File: src/hw/fifo_ctl_pkg.sv
// package: register map, field layout, reset values and types for the fifo control block
package fifo_ctl_pkg;
	localparam int RX_AW = 10; // rx address width parameter (fixed)
	localparam int TX_AW = 10; // tx address width parameter (fixed)
	localparam int RXW = RX_AW + 1; // rx watermark field width
	localparam int TXW = TX_AW + 1; // tx watermark field width
	localparam int TXA = TX_AW + 2; // tx ram write address field width
	localparam int VECW = 18; // statistics vector width

	// byte addresses
	localparam logic [7:0] OFS_RX_WM = 8'h50;
	localparam logic [7:0] OFS_TX_WM = 8'h54;
	localparam logic [7:0] OFS_MATCH = 8'h58;
	localparam logic [7:0] OFS_MODE = 8'h5C;
	localparam logic [7:0] OFS_TRAM = 8'h60;
	localparam logic [7:0] OFS_TRAM_DAT = 8'h64;

	// field positions
	localparam int POS_HI = 16;
	localparam int POS_HDPLX = 22;
	localparam int POS_FULL = 21;
	localparam int POS_FULLCLR = 20;
	localparam int POS_BYTMODE = 19;
	localparam int POS_SHORT = 18;
	localparam int POS_REQ = 31;
	localparam int POS_ACK = 30;
	localparam int POS_CTL = 16;

	// statistics vector bit positions
	localparam int VB_UC_MISS = 17;
	localparam int VB_TRUNC = 16;
	localparam int VB_LONG = 15;
	localparam int VB_VLAN = 14;
	localparam int VB_BADOP = 13;
	localparam int VB_PAUSE = 12;
	localparam int VB_CTRL = 11;
	localparam int VB_DRIBBLE = 10;
	localparam int VB_BCAST = 9;
	localparam int VB_MCAST = 8;
	localparam int VB_OK = 7;
	localparam int VB_LEN_RANGE = 6;
	localparam int VB_LEN_ERR = 5;
	localparam int VB_CRC = 4;
	localparam int VB_CODE = 3;
	localparam int VB_FALSE_CAR = 2;
	localparam int VB_SHORT_DV = 1;
	localparam int VB_IFG_DROP = 0;

	// reset values and fixed codes and lengths
	localparam logic [VECW-1:0] RST_MATCH = 18'h00008;
	localparam logic [VECW-1:0] RST_DC = 18'h3FFF7;
	localparam logic RST_BYTMODE = 1'b1;
	localparam logic [7:0] FALSE_CAR_CODE = 8'h0E;
	localparam logic [15:0] STD_MAX_LEN = 16'h05EE; // 1518 bytes
	localparam logic [15:0] MIN_LEN = 16'h0040; // 64 bytes

	// end-of-frame report from the receive mac
	typedef struct packed {
		logic valid;
		logic [15:0] length;
		logic [VECW-1:0] vec;
	} rx_stat_t;

	// one transmit ram debug write
	typedef struct packed {
		logic ptr_load;
		logic [TXA-1:0] addr;
		logic [39:0] data;
	} tram_wr_t;

	typedef enum logic [1:0] {
		TW_IDLE = 2'b00,
		TW_ACK = 2'b01
	} tw_state_t;
endpackage

File: src/hw/mac_fifo_ctl.sv
// mac fifo control: thresholds, flow control, frame drop filter, register slave
//
// The implementer's own choice: the AXI4-Lite slave port.
`timescale 1ns/1ps
module mac_fifo_ctl
	import fifo_ctl_pkg::*;
(
	input wire logic aclk, // system clock
	input wire logic aresetn, // synchronous reset, active low
	input wire logic ce, // clock enable, freezes state when low
	// axi4-lite slave
	input wire logic [31:0] s_axi_awaddr, // write address
	input wire logic s_axi_awvalid, // write address valid
	output logic s_axi_awready, // write address ready
	input wire logic [31:0] s_axi_wdata, // write data
	input wire logic [3:0] s_axi_wstrb, // write strobes
	input wire logic s_axi_wvalid, // write data valid
	output logic s_axi_wready, // write data ready
	output logic [1:0] s_axi_bresp, // write response
	output logic s_axi_bvalid, // write response valid
	input wire logic s_axi_bready, // write response ready
	input wire logic [31:0] s_axi_araddr, // read address
	input wire logic s_axi_arvalid, // read address valid
	output logic s_axi_arready, // read address ready
	output logic [31:0] s_axi_rdata, // read data
	output logic [1:0] s_axi_rresp, // read response
	output logic s_axi_rvalid, // read data valid
	input wire logic s_axi_rready, // read data ready
	// fifo occupancy, in words, and transmit write pointer
	input wire logic [RXW:0] rx_level, // receive fifo word count
	input wire logic [TXW:0] tx_level, // transmit fifo word count
	input wire logic [TX_AW:0] tx_wptr, // transmit module write pointer
	// receive mac side
	input wire logic rx_er, // receive error pin
	input wire logic rx_dv, // receive data valid pin
	input wire logic [7:0] rx_d, // receive data pins
	input wire rx_stat_t rx_stat, // end-of-frame statistics
	input wire logic [15:0] max_frame_len, // configured maximum frame length
	output logic rx_drop, // one-cycle drop of reported frame
	output logic [VECW-1:0] rx_vec, // completed statistics vector
	// flow control and transfer mode
	input wire logic pause_ack, // pause frame request taken by mac
	output logic xoff_req, // request xoff pause frame
	output logic xon_req, // request xon pause frame
	output logic hd_backpressure, // half-duplex backpressure
	output logic dma_stop, // dma stop fetching
	output logic tx_start, // mac may start transmission
	output logic byte_mode, // one byte per qualified clock
	// transmit ram debug write port
	output tram_wr_t tram_wr, // write payload
	output logic tram_wr_valid, // one-cycle write strobe
	output logic [RXW-1:0] rx_capacity_dbg // unused width marker
);
	// configuration registers
	logic [RXW-1:0] rx_hwm_r, rx_lwm_r;
	logic [TXW-1:0] tx_hwm_r, tx_cut_r;
	logic [VECW-1:0] match_r, dc_r;
	logic hdplx_r, fullclr_r, bytmode_r, short_r;
	logic req_r, ack_r, full_r, xoff_sent_r;
	logic [TXA-1:0] taddr_r;
	logic [7:0] tctl_r;
	logic [31:0] tdat_r;
	logic fc_seen_r;
	tw_state_t tw_r;

	// axi slave state
	logic aw_r, w_r;
	logic [7:0] awa_r;
	logic [31:0] wd_r;
	logic [3:0] ws_r;
	logic wr_go, rd_go;

	assign s_axi_awready = !aw_r && !s_axi_bvalid;
	assign s_axi_wready = !w_r && !s_axi_bvalid;
	assign s_axi_arready = !s_axi_rvalid;
	assign wr_go = aw_r && w_r && !s_axi_bvalid;
	assign rd_go = s_axi_arvalid && s_axi_arready;
	assign rx_capacity_dbg = '1;

	// write address and data capture, either order
	always_ff @(posedge aclk) begin
		if (!aresetn) begin
			aw_r <= 1'b0;
			w_r <= 1'b0;
			awa_r <= 8'h00;
			wd_r <= 32'h0000_0000;
			ws_r <= 4'h0;
		end else if (ce) begin
			if (s_axi_awvalid && s_axi_awready) begin
				aw_r <= 1'b1;
				awa_r <= s_axi_awaddr[7:0];
			end else if (wr_go) begin
				aw_r <= 1'b0;
			end
			if (s_axi_wvalid && s_axi_wready) begin
				w_r <= 1'b1;
				wd_r <= s_axi_wdata;
				ws_r <= s_axi_wstrb;
			end else if (wr_go) begin
				w_r <= 1'b0;
			end
		end
	end

	// write response, slverr on unmapped
	always_ff @(posedge aclk) begin
		if (!aresetn) begin
			s_axi_bvalid <= 1'b0;
			s_axi_bresp <= 2'b00;
		end else if (ce) begin
			if (wr_go) begin
				s_axi_bvalid <= 1'b1;
				s_axi_bresp <= (awa_r inside {OFS_RX_WM, OFS_TX_WM, OFS_MATCH, OFS_MODE,
					OFS_TRAM, OFS_TRAM_DAT}) ? 2'b00 : 2'b10;
			end else if (s_axi_bready) begin
				s_axi_bvalid <= 1'b0;
			end
		end
	end

	// configuration writes, byte lanes honoured
	always_ff @(posedge aclk) begin
		if (!aresetn) begin
			rx_hwm_r <= '1;
			rx_lwm_r <= '1;
			tx_hwm_r <= '1;
			tx_cut_r <= '1;
			match_r <= RST_MATCH;
			dc_r <= RST_DC;
			hdplx_r <= 1'b0;
			fullclr_r <= 1'b0;
			bytmode_r <= RST_BYTMODE;
			short_r <= 1'b0;
			req_r <= 1'b0;
			tctl_r <= 8'h00;
			taddr_r <= '0;
			tdat_r <= 32'h0000_0000;
		end else if (ce && wr_go) begin
			case (awa_r)
				OFS_RX_WM: begin
					if (ws_r[0]) rx_lwm_r[7:0] <= wd_r[7:0];
					if (ws_r[1]) rx_lwm_r[RXW-1:8] <= wd_r[RXW-1:8];
					if (ws_r[2]) rx_hwm_r[7:0] <= wd_r[23:16];
					if (ws_r[3]) rx_hwm_r[RXW-1:8] <= wd_r[POS_HI+RXW-1:24];
				end
				OFS_TX_WM: begin
					if (ws_r[0]) tx_cut_r[7:0] <= wd_r[7:0];
					if (ws_r[1]) tx_cut_r[TXW-1:8] <= wd_r[TXW-1:8];
					if (ws_r[2]) tx_hwm_r[7:0] <= wd_r[23:16];
					if (ws_r[3]) tx_hwm_r[TXW-1:8] <= wd_r[POS_HI+TXW-1:24];
				end
				OFS_MATCH: begin
					if (ws_r[0]) match_r[7:0] <= wd_r[7:0];
					if (ws_r[1]) match_r[15:8] <= wd_r[15:8];
					if (ws_r[2]) match_r[17:16] <= wd_r[17:16];
				end
				OFS_MODE: begin
					if (ws_r[0]) dc_r[7:0] <= wd_r[7:0];
					if (ws_r[1]) dc_r[15:8] <= wd_r[15:8];
					if (ws_r[2]) begin
						dc_r[17:16] <= wd_r[17:16];
						short_r <= wd_r[POS_SHORT];
						bytmode_r <= wd_r[POS_BYTMODE];
						fullclr_r <= wd_r[POS_FULLCLR];
						hdplx_r <= wd_r[POS_HDPLX];
					end
				end
				OFS_TRAM: begin
					if (ws_r[0]) taddr_r[7:0] <= wd_r[7:0];
					if (ws_r[1]) taddr_r[TXA-1:8] <= wd_r[TXA-1:8];
					if (ws_r[2]) tctl_r <= wd_r[POS_CTL+7:POS_CTL];
					if (ws_r[3]) req_r <= wd_r[POS_REQ];
				end
				OFS_TRAM_DAT: begin
					if (ws_r[0]) tdat_r[7:0] <= wd_r[7:0];
					if (ws_r[1]) tdat_r[15:8] <= wd_r[15:8];
					if (ws_r[2]) tdat_r[23:16] <= wd_r[23:16];
					if (ws_r[3]) tdat_r[31:24] <= wd_r[31:24];
				end
				default: begin
				end
			endcase
		end
	end

	// read data mux
	always_ff @(posedge aclk) begin
		if (!aresetn) begin
			s_axi_rvalid <= 1'b0;
			s_axi_rdata <= 32'h0000_0000;
			s_axi_rresp <= 2'b00;
		end else if (ce) begin
			if (rd_go) begin
				s_axi_rvalid <= 1'b1;
				s_axi_rresp <= 2'b00;
				case (s_axi_araddr[7:0])
					OFS_RX_WM: s_axi_rdata <= 32'({rx_hwm_r, 16'h0000}) | 32'(rx_lwm_r);
					OFS_TX_WM: s_axi_rdata <= 32'({tx_hwm_r, 16'h0000}) | 32'(tx_cut_r);
					OFS_MATCH: s_axi_rdata <= 32'(match_r);
					OFS_MODE: s_axi_rdata <= {9'h000, hdplx_r, full_r, fullclr_r,
						bytmode_r, short_r, dc_r};
					OFS_TRAM: s_axi_rdata <= {req_r, ack_r, 6'h00, tctl_r, 4'h0,
						taddr_r[TXA-1], tx_wptr};
					OFS_TRAM_DAT: s_axi_rdata <= tdat_r;
					default: begin
						s_axi_rdata <= 32'h0000_0000;
						s_axi_rresp <= 2'b10;
					end
				endcase
			end else if (s_axi_rready) begin
				s_axi_rvalid <= 1'b0;
			end
		end
	end

	// transmit ram write handshake
	always_ff @(posedge aclk) begin
		if (!aresetn) begin
			tw_r <= TW_IDLE;
			ack_r <= 1'b0;
			tram_wr_valid <= 1'b0;
			tram_wr <= '0;
		end else if (ce) begin
			tram_wr_valid <= 1'b0;
			case (tw_r)
				TW_IDLE: begin
					if (req_r) begin
						tram_wr.ptr_load <= taddr_r[TXA-1];
						tram_wr.addr <= taddr_r;
						// valid-byte code carried in bits 33:32
						tram_wr.data <= {tctl_r, tdat_r};
						tram_wr_valid <= 1'b1;
						ack_r <= 1'b1;
						tw_r <= TW_ACK;
					end
				end
				TW_ACK: begin
					if (!req_r) begin
						ack_r <= 1'b0;
						tw_r <= TW_IDLE;
					end
				end
				default: tw_r <= TW_IDLE;
			endcase
		end
	end

	// sticky full flag, set wins over clear
	always_ff @(posedge aclk) begin
		if (!aresetn) begin
			full_r <= 1'b0;
		end else if (ce) begin
			if (rx_level >= {1'b0, {RXW{1'b1}}})
				full_r <= 1'b1;
			else if (fullclr_r)
				full_r <= 1'b0;
		end
	end

	always_ff @(posedge aclk) begin
		if (!aresetn) begin
			xoff_sent_r <= 1'b0;
			xoff_req <= 1'b0;
			xon_req <= 1'b0;
		end else if (ce) begin
			if (pause_ack) begin
				xoff_req <= 1'b0;
				xon_req <= 1'b0;
			end
			// pause frames only in full duplex
			if (!hdplx_r && !xoff_sent_r && rx_level >= {1'b0, rx_hwm_r}) begin
				xoff_sent_r <= 1'b1;
				xoff_req <= 1'b1;
			end else if (!hdplx_r && xoff_sent_r && rx_level <= {1'b0, rx_lwm_r}) begin
				xoff_sent_r <= 1'b0;
				xon_req <= 1'b1;
			end
		end
	end

	always_ff @(posedge aclk) begin
		if (!aresetn) begin
			hd_backpressure <= 1'b0;
			dma_stop <= 1'b0;
			tx_start <= 1'b0;
		end else if (ce) begin
			hd_backpressure <= hdplx_r && (rx_level >= {1'b0, rx_hwm_r});
			dma_stop <= tx_level >= {1'b0, tx_hwm_r};
			tx_start <= tx_level >= {1'b0, tx_cut_r};
		end
	end

	// false carrier noted for next vector
	always_ff @(posedge aclk) begin
		if (!aresetn) begin
			fc_seen_r <= 1'b0;
		end else if (ce) begin
			if (rx_er && !rx_dv && rx_d == FALSE_CAR_CODE)
				fc_seen_r <= 1'b1;
			else if (rx_stat.valid)
				fc_seen_r <= 1'b0;
		end
	end

	always_ff @(posedge aclk) begin
		if (!aresetn) begin
			rx_drop <= 1'b0;
			rx_vec <= '0;
		end else if (ce) begin
			rx_drop <= 1'b0;
			if (rx_stat.valid) begin
				rx_vec <= rx_stat.vec;
				rx_vec[VB_FALSE_CAR] <= rx_stat.vec[VB_FALSE_CAR] | fc_seen_r;
				rx_vec[VB_LEN_RANGE] <= (rx_stat.length > STD_MAX_LEN)
					&& (rx_stat.length < max_frame_len);
				rx_drop <= (((rx_stat.vec ^ match_r) & ~dc_r) == '0
					&& 1'b1) || (short_r && rx_stat.length < MIN_LEN);
			end
		end
	end

	assign byte_mode = bytmode_r;
endmodule

File: config.mk
export PLATFORM = sky130hd
export DESIGN_NAME = mac_fifo_ctl
export DESIGN_NICKNAME = d
export VERILOG_FILES = /design/src/hw/fifo_ctl_pkg.sv /design/src/hw/mac_fifo_ctl.sv
export SDC_FILE = /design/constraint.sdc
export NUM_CORES = 1
export LEC_CHECK = 0
export BUFFER_PORTS_ARGS = -buffer_cell sky130_fd_sc_hd__buf_2
export CAP_MARGIN = 10
export CELL_PAD_IN_SITES_DETAIL_PLACEMENT = 1
export CELL_PAD_IN_SITES_GLOBAL_PLACEMENT = 2
export CORE_MARGIN = 1
export CORE_UTILIZATION = 33
export CTS_CLUSTER_SIZE = 28
export DETAILED_ROUTE_END_ITERATION = 12
export GPL_TIMING_DRIVEN = 0
export PLACE_DENSITY_LB_ADDON = 0.1
export SLEW_MARGIN = 20
export SYNTH_ARGS = -nofsm -noshare
export SYNTH_HDL_FRONTEND = slang
export SYNTH_SLANG_ARGS = --single-unit
File: constraint.sdc
create_clock -name aclk -period 4.6 [get_ports aclk]
set_input_delay 0.23 -clock aclk [delete_from_list [all_inputs] [get_ports aclk]]
set_output_delay 0.23 -clock aclk [all_outputs]
set_load 0.05 [all_outputs]
==> results of run 1 <==
-- cells by family after synthesis --
family          after synthesis
compound gates              371
other cells                   2
mux                          42
fa+ha+maj                    60
buf+inv                     174
flops                       300
simple gates                717
xor+xnor                     19
-- per-stage QoR --
stage               setup slack, ns  cells  cell area [µm²]
floorplan                      2.39   1696            14000
global placement               1.58   2501            16000
detailed placement             1.66   2501            16000
CTS                            2.20   2620            17800
global route                   2.14   2620            17800
finish                         2.13   2621            17800
-- critical path, stage by stage --
cell and delay [ns]:
sky130_fd_sc_hd__buf_2 0.11, sky130_fd_sc_hd__clkbuf_1 0.70, sky130_fd_sc_hd__clkbuf_1 0.78, sky130_fd_sc_hd__clkbuf_1 0.82, sky130_fd_sc_hd__a21boi_0 0.24
-- final timing paths --
| check | from | endpoint | slack (ns) | depth (start not counted) |
|---|---|---|---|---|
| hold / removal | rx_stat[16] | rx_vec[16] | 0.02 | 3 |
| hold reg to reg | s_axi_rdata[10] | s_axi_rdata[10] | 0.45 | 2 |
| setup / recovery | aresetn | wd_r[5] | 2.13 | 5 |
| setup reg to reg | awa_r[7] | taddr_r[0] | 2.32 | 6 |
-- area by class of cell --
cell class / count / area [µm²] / share of cell area (%)
sequential: 300 / 6010 / 33.7
multi-input combinational: 1222 / 7210 / 40.4
clock inverter: 11 / 155 / 0.871
tap: 532 / 666 / 3.74
timing repair buffer: 329 / 1930 / 10.8
clock buffer: 52 / 1100 / 6.19
antenna: 1 / 2.50 / 0.0140
buffer: 110 / 514 / 2.89
inverter: 64 / 240 / 1.35
-- cells in the final DEF, fill, tap and decap left out, drive strengths merged, types with 31 or more instances in the layout --
| cell type | Yosys | routed |
|---|---|---|
| inv | 64 | 64 |
| a21boi | 188 | 188 |
| mux2i | 31 | 31 |
| dfxtp | 300 | 300 |
| buf | 38 | 311 |
| nand2 | 483 | 483 |
| nand3 | 96 | 96 |
| clkbuf | 72 | 124 |
| dlygate4sd3 | 0 | 56 |
| o21ai | 43 | 43 |
| ha | 60 | 60 |
| nor2 | 44 | 44 |
-- flip-flops by register name (all words and copies together) (netlist names), 4 cells and up --
name and cells:
rx_vec 18, rx_lwm_r 11, ws_r 4, s_axi_rdata 32
awa_r 8, match_r 18, taddr_r 12, tx_cut_r 11
tram_wr 52, wd_r 32, tctl_r 8, rx_hwm_r 11
tdat_r 32, dc_r 18, tx_hwm_r 11
-- routing by layer --
layer,vias to the layer above,wire length (µm)
met2,407,26800
met4,0,2130
met5,-,0
met1,6522,26800
met3,101,2940
li1,6492,-
-- power by group --
part           switching, W  total, W  internal [W]
sequential        0.0000591   0.00269       0.00263
combinational      0.000332  0.000539      0.000207
clock               0.00115   0.00303       0.00188
==> impl.org, run 1 <==
** Outcome
- The run finished with clean final reports.

** Synth
- Area fraction in compound gates after synthesis :: 19.0%
- Share of Yosys cell area claimed by the top area cell type :: 43.1%
- Of all flip-flops after synthesis, the portion carrying an async set or reset was 0%.
- Count of mapped cells out of synthesis :: 1,685
- After synthesis, flip-flops and latches occupy 43.1% of the total area.
- After synthesis, the largest family of logic cells by area is simple AND/OR/NAND/NOR gates.
- Number of warnings printed during yosys synthesis :: 0
- In the synthesized netlist the dominant register cell turns out to be sky130_fd_sc_hd__dfxtp_1.
- Top post-synthesis cells by area :: sky130_fd_sc_hd__dfxtp_1 (43%), sky130_fd_sc_hd__nand2_1 (13%), sky130_fd_sc_hd__a21boi_0 (9.6%), sky130_fd_sc_hd__ha_1 (5.4%), sky130_fd_sc_hd__nand3_1 (3.4%)
- Xor/xnor share of the synthesized area :: 1.19%
- Counting flops with a built-in enable in the synthesized netlist gives 0.
- Of the total synthesized cell area, the portion taken by full adders, half adders and majority gates is 5.39%.
- The synthesized design contains 300 register bits.
- Counting distinct cell types in the post-synthesis netlist gives 66.
- Simple-Gate Fraction of Synth Area :: 22.7%
- Syn_area_per_cell :: 8.27 µm²
- By instance count, the leading cell after synthesis is sky130_fd_sc_hd__nand2_1.
- The portion of synthesized area spent on multiplexers is 3.12%.
- Cell taking the most area after synthesis :: sky130_fd_sc_hd__dfxtp_1
- Most instantiated cells after synthesis :: sky130_fd_sc_hd__nand2_1 (481), sky130_fd_sc_hd__dfxtp_1 (300), sky130_fd_sc_hd__a21boi_0 (179), sky130_fd_sc_hd__nand3_1 (96), sky130_fd_sc_hd__clkbuf_1 (72)
- In this run the cell area of the synthesized design comes to 0.0139 mm².

** Detailed routing
- For this block, the initial DRC count from the detailed router was 730.
- Detailed Routing Iterations Pass 1 :: 7
- The count of nets left with antenna violations once routing finished came out at 0.
- The routed layout has 13,500 vias.
- For this run, design rule violations remaining after detail routing come to 0.
- Routed wire length :: 58,700 µm
- In the routed layout, each cell is associated on average with a via count of 5.16.
- Wirelength per Cell :: 22.4 µm

** Placement
- Gpl congestion :: 0.923
- Detailed placement finished with a half-perimeter wire length of 45,500 µm.
- Count of buffers inserted at the top-level ports :: 273

** STA
- Min Tclk post-route :: 2.47 ns
- RSZ-0062 raised after global routing :: no
- Share of the cycle needed by the critical path after routing :: 53.6%
- Based on the critical path, the design can be clocked at up to 0.406 GHz.
- Worst-Margin Slew :: 1.04 ns
- Hold slack final :: 0.0162 ns
- Setup TNS :: 0 ns
- Worst clock skew :: 0.0116 ns
- Setup violations remaining at the end of the flow were counted as 0.
- Number of endpoints with negative hold slack in the final report :: 0
- Headroom to the max-slew limit came out at 30.8%.
- Final number of max-transition violations :: 0

** Flow run
- Max-cap violations in this run came to 0.

** Global routing
- In the global route stage, met1 resource usage came out at 35.9%.
- Via count of the first global-routing pass :: 14,000
- Overall global routing resource usage :: 27.1%
- The layer flagged by global routing as most heavily used is met2.
- Entering global routing, the biggest net connects 13 pins.
- In the global route stage, met2 resource usage came out at 44.8%.
- Met3 track demand over resource :: 3.65%
- After global routing the overflow that remains totals 0.
- Antenna violations before repair :: 0
- Wire length of the first global-routing pass :: 87,800 µm

** Floorplan
- The floorplan step set the die height to 207 µm.
- Row generation in the floorplan step produced 74 rows.
- The die covers 0.0430 mm².
- Initial core utilization :: 33.8%
- Placeable core region :: 0.0412 mm²
- IO Pins :: 336
- X dimension of the die :: 207 µm

** Clocking
- For this design, the sink count on the clock tree is 300.
- Insertion delay to the later sink of the worst-skew pair :: 0.53 ns
- Number of buffers created by CTS :: 36
- Clock root cell :: sky130_fd_sc_hd__clkbuf_16
- Clk pin slew, worst setup/hold paths :: 0.06 ns
- Hold buffer count at CTS :: 56
- In this run, post-CTS repair resized a total of 0 instances.
- CTS tree :: yes
- Clock Path Buffers :: 3
- Level count of the clock H-tree :: 2
- Setup bufs post-CTS :: 0

** Power
- Summed over all cells, the static leakage comes to 7.68 nW.
- Final total power :: 0.00626 W
- VDD IR max :: 0.000186 V
- In this run the power density over the cells is 352 mW/mm².

** Hold path
- Type of the worst min-delay path :: in2reg

** Worst setup path
- CP Launch Type :: input port
- The worst setup path is captured at a register.
- Data arrival time of the critical path :: 2.91 ns
- At the worst endpoint, the required time is 5.05 ns.
- Path type of the worst setup path :: in2reg
- Along the worst path, the maximum fanout reaches 10.

** Finish
- Count of filler cells inserted in the layout :: 5,062
- The post-route netlist has 19.0% of its cells at a drive strength greater than 1.
- Relative to the synthesized area, the layout overhead comes to 28.0%.
- Once layout is complete, the utilization of the core stands at 43.3%.
- After the last flow step, the layout net total stands at 2,328.
Note: power is estimated with default switching activity, not from simulation.
==> inputs of run 2 (changes only) <==
--- a/config.mk
+++ b/config.mk
@@ -5,12 +5,13 @@
 export SDC_FILE = /design/constraint.sdc
 export NUM_CORES = 1
 export LEC_CHECK = 0
+export ABC_AREA = 1
 export BUFFER_PORTS_ARGS = -buffer_cell sky130_fd_sc_hd__buf_2
 export CAP_MARGIN = 10
 export CELL_PAD_IN_SITES_DETAIL_PLACEMENT = 1
 export CELL_PAD_IN_SITES_GLOBAL_PLACEMENT = 2
 export CORE_MARGIN = 1
-export CORE_UTILIZATION = 33
+export CORE_UTILIZATION = 27
 export CTS_CLUSTER_SIZE = 28
 export DETAILED_ROUTE_END_ITERATION = 12
 export GPL_TIMING_DRIVEN = 0
==> constraint.sdc (replaced) <==
create_clock -name aclk -period 2 [get_ports aclk]
set_input_delay 0.1 -clock aclk [delete_from_list [all_inputs] [get_ports aclk]]
set_output_delay 0.1 -clock aclk [all_outputs]
set_load 0.05 [all_outputs]
==> impl.org, run 2 <==
** Outcome
- The run finished, with violations left.
- The checks that failed: DRC.

** Worst setup path
- Worst R2R Setup Slack :: 0.11 ns (-2.21 ns)
- The cell depth of the worst flop-to-flop path is 5 (-1).
- Following the worst setup path forward leads to its endpoint at wd_r[6].
- Worst EP required :: 2.41 ns (-2.64 ns)
- Critical Path End Type :: register
- CP Launch Type :: register
- Critical path peak fanout :: 10 (unchanged)
- Origin of the worst setup path :: s_axi_bvalid
- The data arrival time of the critical path was 2.30 ns (-0.61 ns).
- The worst register-to-register path ends at wd_r[6].
- The startpoint identified for the worst register-to-register timing path is s_axi_bvalid.
- The worst setup path is of the reg2reg kind.

** Synth
- By instance count, the leading cell after synthesis is sky130_fd_sc_hd__nand2_1.
- Area fraction in compound gates after synthesis :: 20.7% (+1.8 points)
- Cell taking the most area after synthesis :: sky130_fd_sc_hd__dfxtp_1
- The register bit count reported by yosys is 300 (unchanged).
- The synthesized-area fraction occupied by adder cells was 5.50% (+0.11 points).
- Mux cell area share after synthesis :: 0% (-3.1 points)
- Mapped Area :: 0.0137 mm² (-1.9%)
- The post-synthesis xor/xnor area fraction was 0% (-1.2 points).
- Simple-Gate Fraction of Synth Area :: 20.8% (-2.0 points)
- The portion of the post-synthesis area used by sequential elements was 44.0% (+0.84 points).
- Number of warnings printed during yosys synthesis :: 0 (unchanged)
- Number of different library cells in the post-synthesis netlist :: 46 (-30%)
- The number of flops mapped to enable cells by yosys is 0 (unchanged).
- The average size of a mapped cell was 7.49 µm² (-9.4%).
- In the synthesized netlist the dominant register cell turns out to be sky130_fd_sc_hd__dfxtp_1.
- Share of flip-flops with an asynchronous set or reset after synthesis :: 0% (unchanged)
- The top-area cell type share of the netlist area came to 44.0% (+0.84 points).
- Top post-synthesis cells by area :: sky130_fd_sc_hd__dfxtp_1 (44%), sky130_fd_sc_hd__nand2_1 (9.0%), sky130_fd_sc_hd__o21ai_0 (8.1%), sky130_fd_sc_hd__a21oi_1 (6.0%), sky130_fd_sc_hd__nor2_1 (5.9%)
- Combinational family with the most area after synthesis :: simple AND/OR/NAND/NOR gates
- The post-synthesis cell count was 1,825 (+8.3%).
- The commonest cells after synthesis are sky130_fd_sc_hd__nand2_1 (328), sky130_fd_sc_hd__dfxtp_1 (300), sky130_fd_sc_hd__o21ai_0 (222), sky130_fd_sc_hd__nor2_1 (215), sky130_fd_sc_hd__inv_1 (186).

** Hold path
- Type of the worst min-delay path :: in2reg

** Clocking
- Clock Path Buffers :: 3 (unchanged)
- CTS tree :: yes
- Insertion delay to the later sink of the worst-skew pair :: 0.55 ns (+0.02 ns)
- Num Clock Sinks :: 300 (unchanged)
- Clock root cell :: sky130_fd_sc_hd__clkbuf_16
- Level count of the clock H-tree :: 2 (unchanged)
- The number of buffers created by CTS is 38 (+5.6%).
- The clock slew at the register clock pins of the worst setup and hold paths came to 0.06 ns (about the same).

** Detailed routing
- The highest layer touched by signal routing is met4.
- The remaining number of nets flagged by the antenna check after routing was 0 (unchanged).
- Detailed Route Iter0 Violations :: 691 (-5.3%)
- The average wire per cell in the routed design is 21.2 µm (-5.5%).
- The mean number of vias per cell came to 4.81 (-6.7%).
- The wire length on met2 is 29,400 µm (+9.6%).
- Routed wire length :: 61,700 µm (+5.1%)
- The detailed-route via count was 14,000 (+3.7%).
- The total length of routed met3 wires was 2350 µm (-20%).
- The DRC violation count after routing came to 1 (+1).
- Detailed Routing Iterations Pass 1 :: 9 (+2)
- Metal-1 WL :: 28,600 µm (+6.9%)

** STA
- Derived from the worst setup path, the maximum achievable clock frequency is 0.528 GHz.
- The clock period could shrink to 1.89 ns.
- Worst-Margin Slew :: 1.18 ns (+0.137 ns)
- The relative slew slack was 21.6% (-9.2 points).
- Setup violators final :: 0 (unchanged)
- The hold violation count in the final report is 0 (unchanged).
- RSZ-0062 raised after global routing :: no
- Final number of max-transition violations :: 0 (unchanged)
- Share of the cycle needed by the critical path after routing :: 94.7%
- The post-route clock skew came to 0.0131 ns (+0.00146 ns).

** Finish
- Leaving out fill and tap cells, the most frequent cell in the layout is sky130_fd_sc_hd__nand2_1.
- Top register by number of flip-flops :: tram_wr
- The area growth from synthesis to layout is 30.6%.
- In the layout the commonest cells are sky130_fd_sc_hd__nand2_1 (328), sky130_fd_sc_hd__dfxtp_1 (300), sky130_fd_sc_hd__buf_2 (285).
- Flip-flop count of the largest register, all copies and words added :: 52 (unchanged)
- The area of all placed cells without fillers was 0.0178 mm² (+0.14%).
- Storage cell area :: 0.00601 mm² (unchanged)
- Layout cells sized above 1 :: 18.7% (-0.32 points)
- Number of nets in the finished design :: 2,483 (+6.7%)
- The multi-input gate area in the final layout came to 0.00652 mm² (-9.5%).
- The layout filler cell count was 6,240 (+23%).
- Number of diodes added for antenna fixing :: 0 (-1)

** Global routing
- Wire length of the first global-routing pass :: 89,900 µm (+2.3%)
- The total track usage came to 23.8% (-3.3 points).
- Aggregate global routing overflow :: 0 (unchanged)
- The pin count of the biggest net entering global routing came to 12 (-1).
- The initial antenna violation count was 0 (unchanged).
- The number of global-route vias before repair is 14,200 (+1.6%).

** Placement
- The count of buffers inserted at the top-level ports was 273 (unchanged).
- The final RePlAce weighted congestion is 0.810 (-12%).
- Instance area at placement :: 0.0159 mm² (-0.53%)
- Estimated wirelength of the detail-placed design :: 48,400 µm (+6.5%)

** Power
- The maximum ir drop on the vdd rail is 0.000431 V (+130%).
- The cell leakage power was 8.39 nW (+9.2%).
- The total power came to 0.0143 W (+130%).
- Total power per unit cell area :: 803 mW/mm² (+130%)

** Floorplan
- The height of the chip is 227 µm (+9.4%).
- Number of cell rows :: 82 (+11%)
- The core outline area came to 0.0501 mm² (+22%).
- The initial cell density of the core is 27.3% (-6.5 points).
- The number of ports placed on the die boundary was 336 (unchanged).
- The area enclosed by the die boundary came to 0.0515 mm² (+20%).
- The horizontal die dimension came to 227 µm (+9.4%).

** Flow run
- The number of violations of the max-capacitance limit was 0 (unchanged).
[run 2: cell types whose count changed in the layout (fill, tap and decap cells not counted), moves of 31 or more]
cell / previous run / this run
sky130_fd_sc_hd__inv_1: 64 / 185
sky130_fd_sc_hd__o21ai_0: 23 / 222
sky130_fd_sc_hd__a21oi_1: 30 / 165
sky130_fd_sc_hd__nand3_1: 96 / 56
sky130_fd_sc_hd__nand2_1: 481 / 328
sky130_fd_sc_hd__a21boi_0: 179 / 2
sky130_fd_sc_hd__o211ai_1: 22 / 68
sky130_fd_sc_hd__mux2i_1: 31 / 0
sky130_fd_sc_hd__nor2_1: 40 / 213
[run 2: timing repair]
action	4_1_cts	5_1_grt
hold buffers	68	0
endpoints found under the setup margin	57	74
pin swaps	0	3
buffers inserted	0	1
gates resized for setup	7	11
endpoints found under the hold margin	68	0
[run 2: layer usage]
layer | track usage [%] | vias to the layer above
li1 | - | 6808
met1 | 31.9 | 6797
met4 | 6.30 | 0
met5 | 0 | -
met2 | 40.4 | 349
met3 | 2.65 | 67
[run 2: through the flow]
step	instances	hold WS, ns	util [%]	setup slack (ns)	TNS [ns]
6_report	2914	0.0481	35.6	0.105	0
5_1_grt	2914	0.0875	35.6	0.00202	0
4_1_cts	2913	0.0451	35.6	0.00943	0
3_5_place_dp	2781	0.370	31.8	-0.359	-8.04
3_3_place_gp	2781	0.359	31.8	-0.458	-9.96
2_1_floorplan	1836	0.239	-	0.117	0
[run 2: critical path, stage by stage (launching register included)]
cell and delay (ns):
sky130_fd_sc_hd__dfxtp_1 0.41, sky130_fd_sc_hd__nor2_2 0.24, sky130_fd_sc_hd__nand3_1 0.24, sky130_fd_sc_hd__clkbuf_2 0.32
sky130_fd_sc_hd__o21ai_0 0.46, sky130_fd_sc_hd__a21oi_1 0.07
[run 2: cells by family after synthesis]
logic type,count (synthesis)
AND/OR/NAND/NOR,664
other,2
adder cells (fa/ha/maj),60
buffers and inverters,296
AO/OA/AOI/OAI,503
flip-flops,300
[run 2: area by class of cell]
cell class	count	area share [%]
Buffer	103	2.87
Clock buffer	60	6.36
Clock inverter	4	0.273
Inverter	193	4.09
Multi-Input combinational cell	1240	36.5
Sequential cell	300	33.7
Tap cell	672	4.71
Timing Repair Buffer	342	11.5
[run 2: worst min path at each step]
stage | endpoint | cells past startpoint | startpoint | slack (ns)
2_1_floorplan | rx_vec[2] | 2 | rx_stat[2] | 0.24
3_3_place_gp | awa_r[0] | 3 | s_axi_awaddr[0] | 0.36
3_5_place_dp | awa_r[1] | 3 | s_axi_awaddr[1] | 0.37
4_1_cts | fc_seen_r | 4 | rx_stat[34] | 0.05
5_1_grt | fc_seen_r | 4 | rx_stat[34] | 0.09
6_report | fc_seen_r | 4 | rx_stat[34] | 0.05
[run 2: where the power goes]
part | leakage [nW] | switching [W] | internal, W
combinational | 5.38 | 0.00102 | 0.000438
sequential | 2.43 | 0.0000614 | 0.00609
clock | 0.580 | 0.00273 | 0.00400
==> inputs of run 3 (changes only) <==
--- a/config.mk
+++ b/config.mk
@@ -6,7 +6,7 @@
 export NUM_CORES = 1
 export LEC_CHECK = 0
 export ABC_AREA = 1
-export BUFFER_PORTS_ARGS = -buffer_cell sky130_fd_sc_hd__buf_2
+export BUFFER_PORTS_ARGS = -buffer_cell sky130_fd_sc_hd__clkbuf_2
 export CAP_MARGIN = 10
 export CELL_PAD_IN_SITES_DETAIL_PLACEMENT = 1
 export CELL_PAD_IN_SITES_GLOBAL_PLACEMENT = 2
==> impl.org, run 3 (synthesized netlist as in run 2, its figures left out) <==
** STA
- Slew Limit Headroom :: 25.9% (+4.3 points)
- The highest achievable clock rate was 0.510 GHz (-3.3%).
- Worst-Margin Slew :: 1.11 ns (-0.0640 ns)
- The clock period minus worst slack is 1.96 ns (+0.0651 ns).
- The number of slew-limit violations in the final report was 0 (unchanged).
- Hold slack final :: 0.0251 ns (-0.0230 ns)
- Setup violators final :: 0 (unchanged)
- RSZ-0062 raised after global routing :: yes
- The post-route clock skew came to 0.0136 ns (+0.000516 ns).
- The hold violation count in the final report is 0 (unchanged).
- Share of the cycle needed by the critical path after routing :: 98.0% (+3.3 points)

** Finish
- The utilization of the core after routing was 35.8% (+0.20 points).
- The flip-flop count of the largest register, all copies and words added was 52 (unchanged).
- Layout-stage area growth over the synthesis result :: 31.4%
- Area of all placed cells without fillers :: 0.0179 mm² (+0.57%)
- The share of post-route cells with drive strength above 1 is 19.1% (+0.39 points).
- The number of diodes added for antenna fixing is 0 (unchanged).
- Number of non-filler instances in the completed layout :: 2,920 (+0.21%)
- Storage cell area :: 0.00601 mm² (unchanged)
- Leaving out fill and tap cells, the most frequent cells in the layout are sky130_fd_sc_hd__nand2_1 (328), sky130_fd_sc_hd__dfxtp_1 (300), sky130_fd_sc_hd__clkbuf_2 (277).
- Top register by number of flip-flops :: tram_wr
- Most common cell after layout, fill and taps aside :: sky130_fd_sc_hd__nand2_1
- The multi-input gate area in the final layout was 0.00650 mm² (-0.31%).
- The layout filler cell count is 6,267 (+0.43%).
- Number of nets in the finished design :: 2,488 (+0.20%)

** Floorplan
- Number of cell rows :: 82 (unchanged)
- The initial cell density of the core came to 27.3% (unchanged).
- The height of the chip is 227 µm (unchanged).
- X dimension of the die :: 227 µm (unchanged)
- The core outline area is 0.0501 mm² (unchanged).
- The number of ports placed on the die boundary was 336 (unchanged).
- The area enclosed by the die boundary is 0.0515 mm² (unchanged).

** Global routing
- The number of global-route vias before repair came to 14,300 (+0.66%).
- The total grt overflow was 0 (unchanged).
- The pin count of the biggest net entering global routing came to 12 (unchanged).
- Wire length of the first global-routing pass :: 89,700 µm (-0.21%)
- Overall global routing resource usage :: 23.9% (+0.070 points)
- Antenna violations before repair :: 2 (+2)

** Worst setup path
- Data arrival time of the critical path :: 2.38 ns (+0.08 ns)
- Capture instance of the worst register-to-register path :: dc_r[14]
- Critical path's largest stage delay :: 0.30 ns (-0.16 ns)
- Number of cells on the worst reg-to-reg path :: 10 (+5)
- Critical Path End Type :: register
- Counting stages on the worst path, the most repeated cell is sky130_fd_sc_hd__inv_1.
- Cell breakdown of the critical path :: inv_1, nor2_1, nand3_2, nor2_2, nand3_1, inv_1, nand2_2, buf_2, nand2_1, o211ai_1
- Worst R2R Setup Slack :: 0.04 ns (-0.07 ns)
- The top fanout value on the critical path is 10 (unchanged).
- Worst reg2reg path startpoint :: awa_r[6]
- Path type of the worst setup path :: reg2reg
- CP Launch Type :: register
- The worst endpoint required time is 2.42 ns (about the same).
- For this design, the slowest cell found on the critical path is sky130_fd_sc_hd__dfxtp_1.

** Detailed routing
- The number of optimization iterations in the first detailed-route pass is 7 (-2).
- Detailed Route Iter0 Violations :: 819 (+19%)
- The remaining number of nets flagged by the antenna check after routing was 0 (unchanged).
- The DRC violation count after routing came to 0 (-1).
- Wirelength per Cell :: 21.0 µm (-0.62%)
- The total detailed-routing wirelength came to 61,400 µm (-0.42%).
- Number of vias per cell :: 4.79 (-0.52%)
- The detailed-route via count is 14,000 (-0.31%).

** Power
- Total power per unit cell area :: 813 mW/mm² (+1.2%)
- Leakage :: 8.42 nW (+0.29%)
- The maximum ir drop on the vdd rail was 0.000479 V (+11%).

** Hold path
- The worst hold path begins at rx_stat[34].
- For hold timing, the worst endpoint is fc_seen_r.
- Hold depth :: 4 (unchanged)
- Type of the worst min-delay path :: in2reg

** Placement
- The number of instances in the placed design came to 2,781 (unchanged).
- The sum of net half-perimeters after detailed placement came to 48,400 µm (about the same).
- The count of buffers inserted at the top-level ports came to 273 (unchanged).
- The final RePlAce weighted congestion was 0.809 (-0.12%).
- Instance area at placement :: 0.0159 mm² (unchanged)

** Clocking
- The depth of the CTS H-tree came to 2 (unchanged).
- Num Clock Sinks :: 300 (unchanged)
- Clock root cell :: sky130_fd_sc_hd__clkbuf_16
- The number of buffers created by CTS came to 38 (unchanged).
- CTS tree :: yes
- Clock Path Buffers :: 3 (unchanged)
- The clock slew at the register clock pins of the worst setup and hold paths is 0.06 ns (about the same).
- The latest clock arrival within the worst-skew pair is 0.57 ns (+0.02 ns).

** Flow run
- Max Cap Violations :: 0 (unchanged)

** Outcome
- Status :: finished, final reports clean
run 3: cell types whose count changed in the layout (fill, tap and decap cells not counted), moves of 5 or more:
cell / before / now
sky130_fd_sc_hd__buf_2: 285 / 12
sky130_fd_sc_hd__clkbuf_1: 75 / 67
sky130_fd_sc_hd__buf_4: 23 / 28
sky130_fd_sc_hd__clkbuf_8: 8 / 14
sky130_fd_sc_hd__clkbuf_2: 4 / 277
run 3: per-stage QoR:
stage               setup TNS (ns)  worst slack [ns]  power (W)
finish                           0            0.0399     0.0146
global route                 -1.38           -0.0951     0.0151
CTS                       -0.00470          -0.00470     0.0147
detailed placement           -6.87            -0.299    0.00763
global placement            -10.19            -0.459    0.00761
floorplan                        0             0.117    0.00699
run 3: power by group:
| part | internal [W] | switching, W |
|---|---|---|
| combinational | 0.000437 | 0.00102 |
| sequential | 0.00609 | 0.0000604 |
| clock | 0.00416 | 0.00282 |
run 3: how the worst max path moves through the flow:
stage               startpoint              end  slack (ns)  depth (start not counted)
2_1_floorplan     s_axi_rvalid  s_axi_rdata[23]        0.12                          6
3_3_place_gp                ce         awa_r[6]       -0.46                          6
3_5_place_dp   s_axi_araddr[7]   s_axi_rdata[9]       -0.30                         11
4_1_cts               awa_r[6]      match_r[14]      -0.005                          9
5_1_grt               awa_r[6]          dc_r[7]        -0.1                          8
6_report              awa_r[6]         dc_r[14]        0.04                         10
run 3: cell type report:
class	count	area share, %
Multi-Input combinational cell	1240	36.2
Timing Repair Buffer	347	11.7
Inverter	193	4.06
Buffer	103	2.83
Tap cell	672	4.68
Clock inverter	8	0.593
Sequential cell	300	33.5
Clock buffer	57	6.48
run 3: critical path: cells and delay by family, from the launching register on:
family                 cells  cell delay [ns]
AO/OA/AOI/OAI              1             0.08
buffers and inverters      3             0.48
AND/OR/NAND/NOR            6             0.95
flip-flops                 1             0.30
run 3: per-layer routing:
layer	track usage, %	routed length [µm]
met1	31.4	27600
met2	40.2	29200
met3	3.41	3060
met4	7.36	1550
met5	0	0
run 3: timing repair:
action,4_1_cts,5_1_grt
hold buffers,69,0
setup buffers,0,5
hold endpoints to repair,68,0
pin swaps,0,3
resized for setup,7,5
endpoints found under the setup margin,53,80
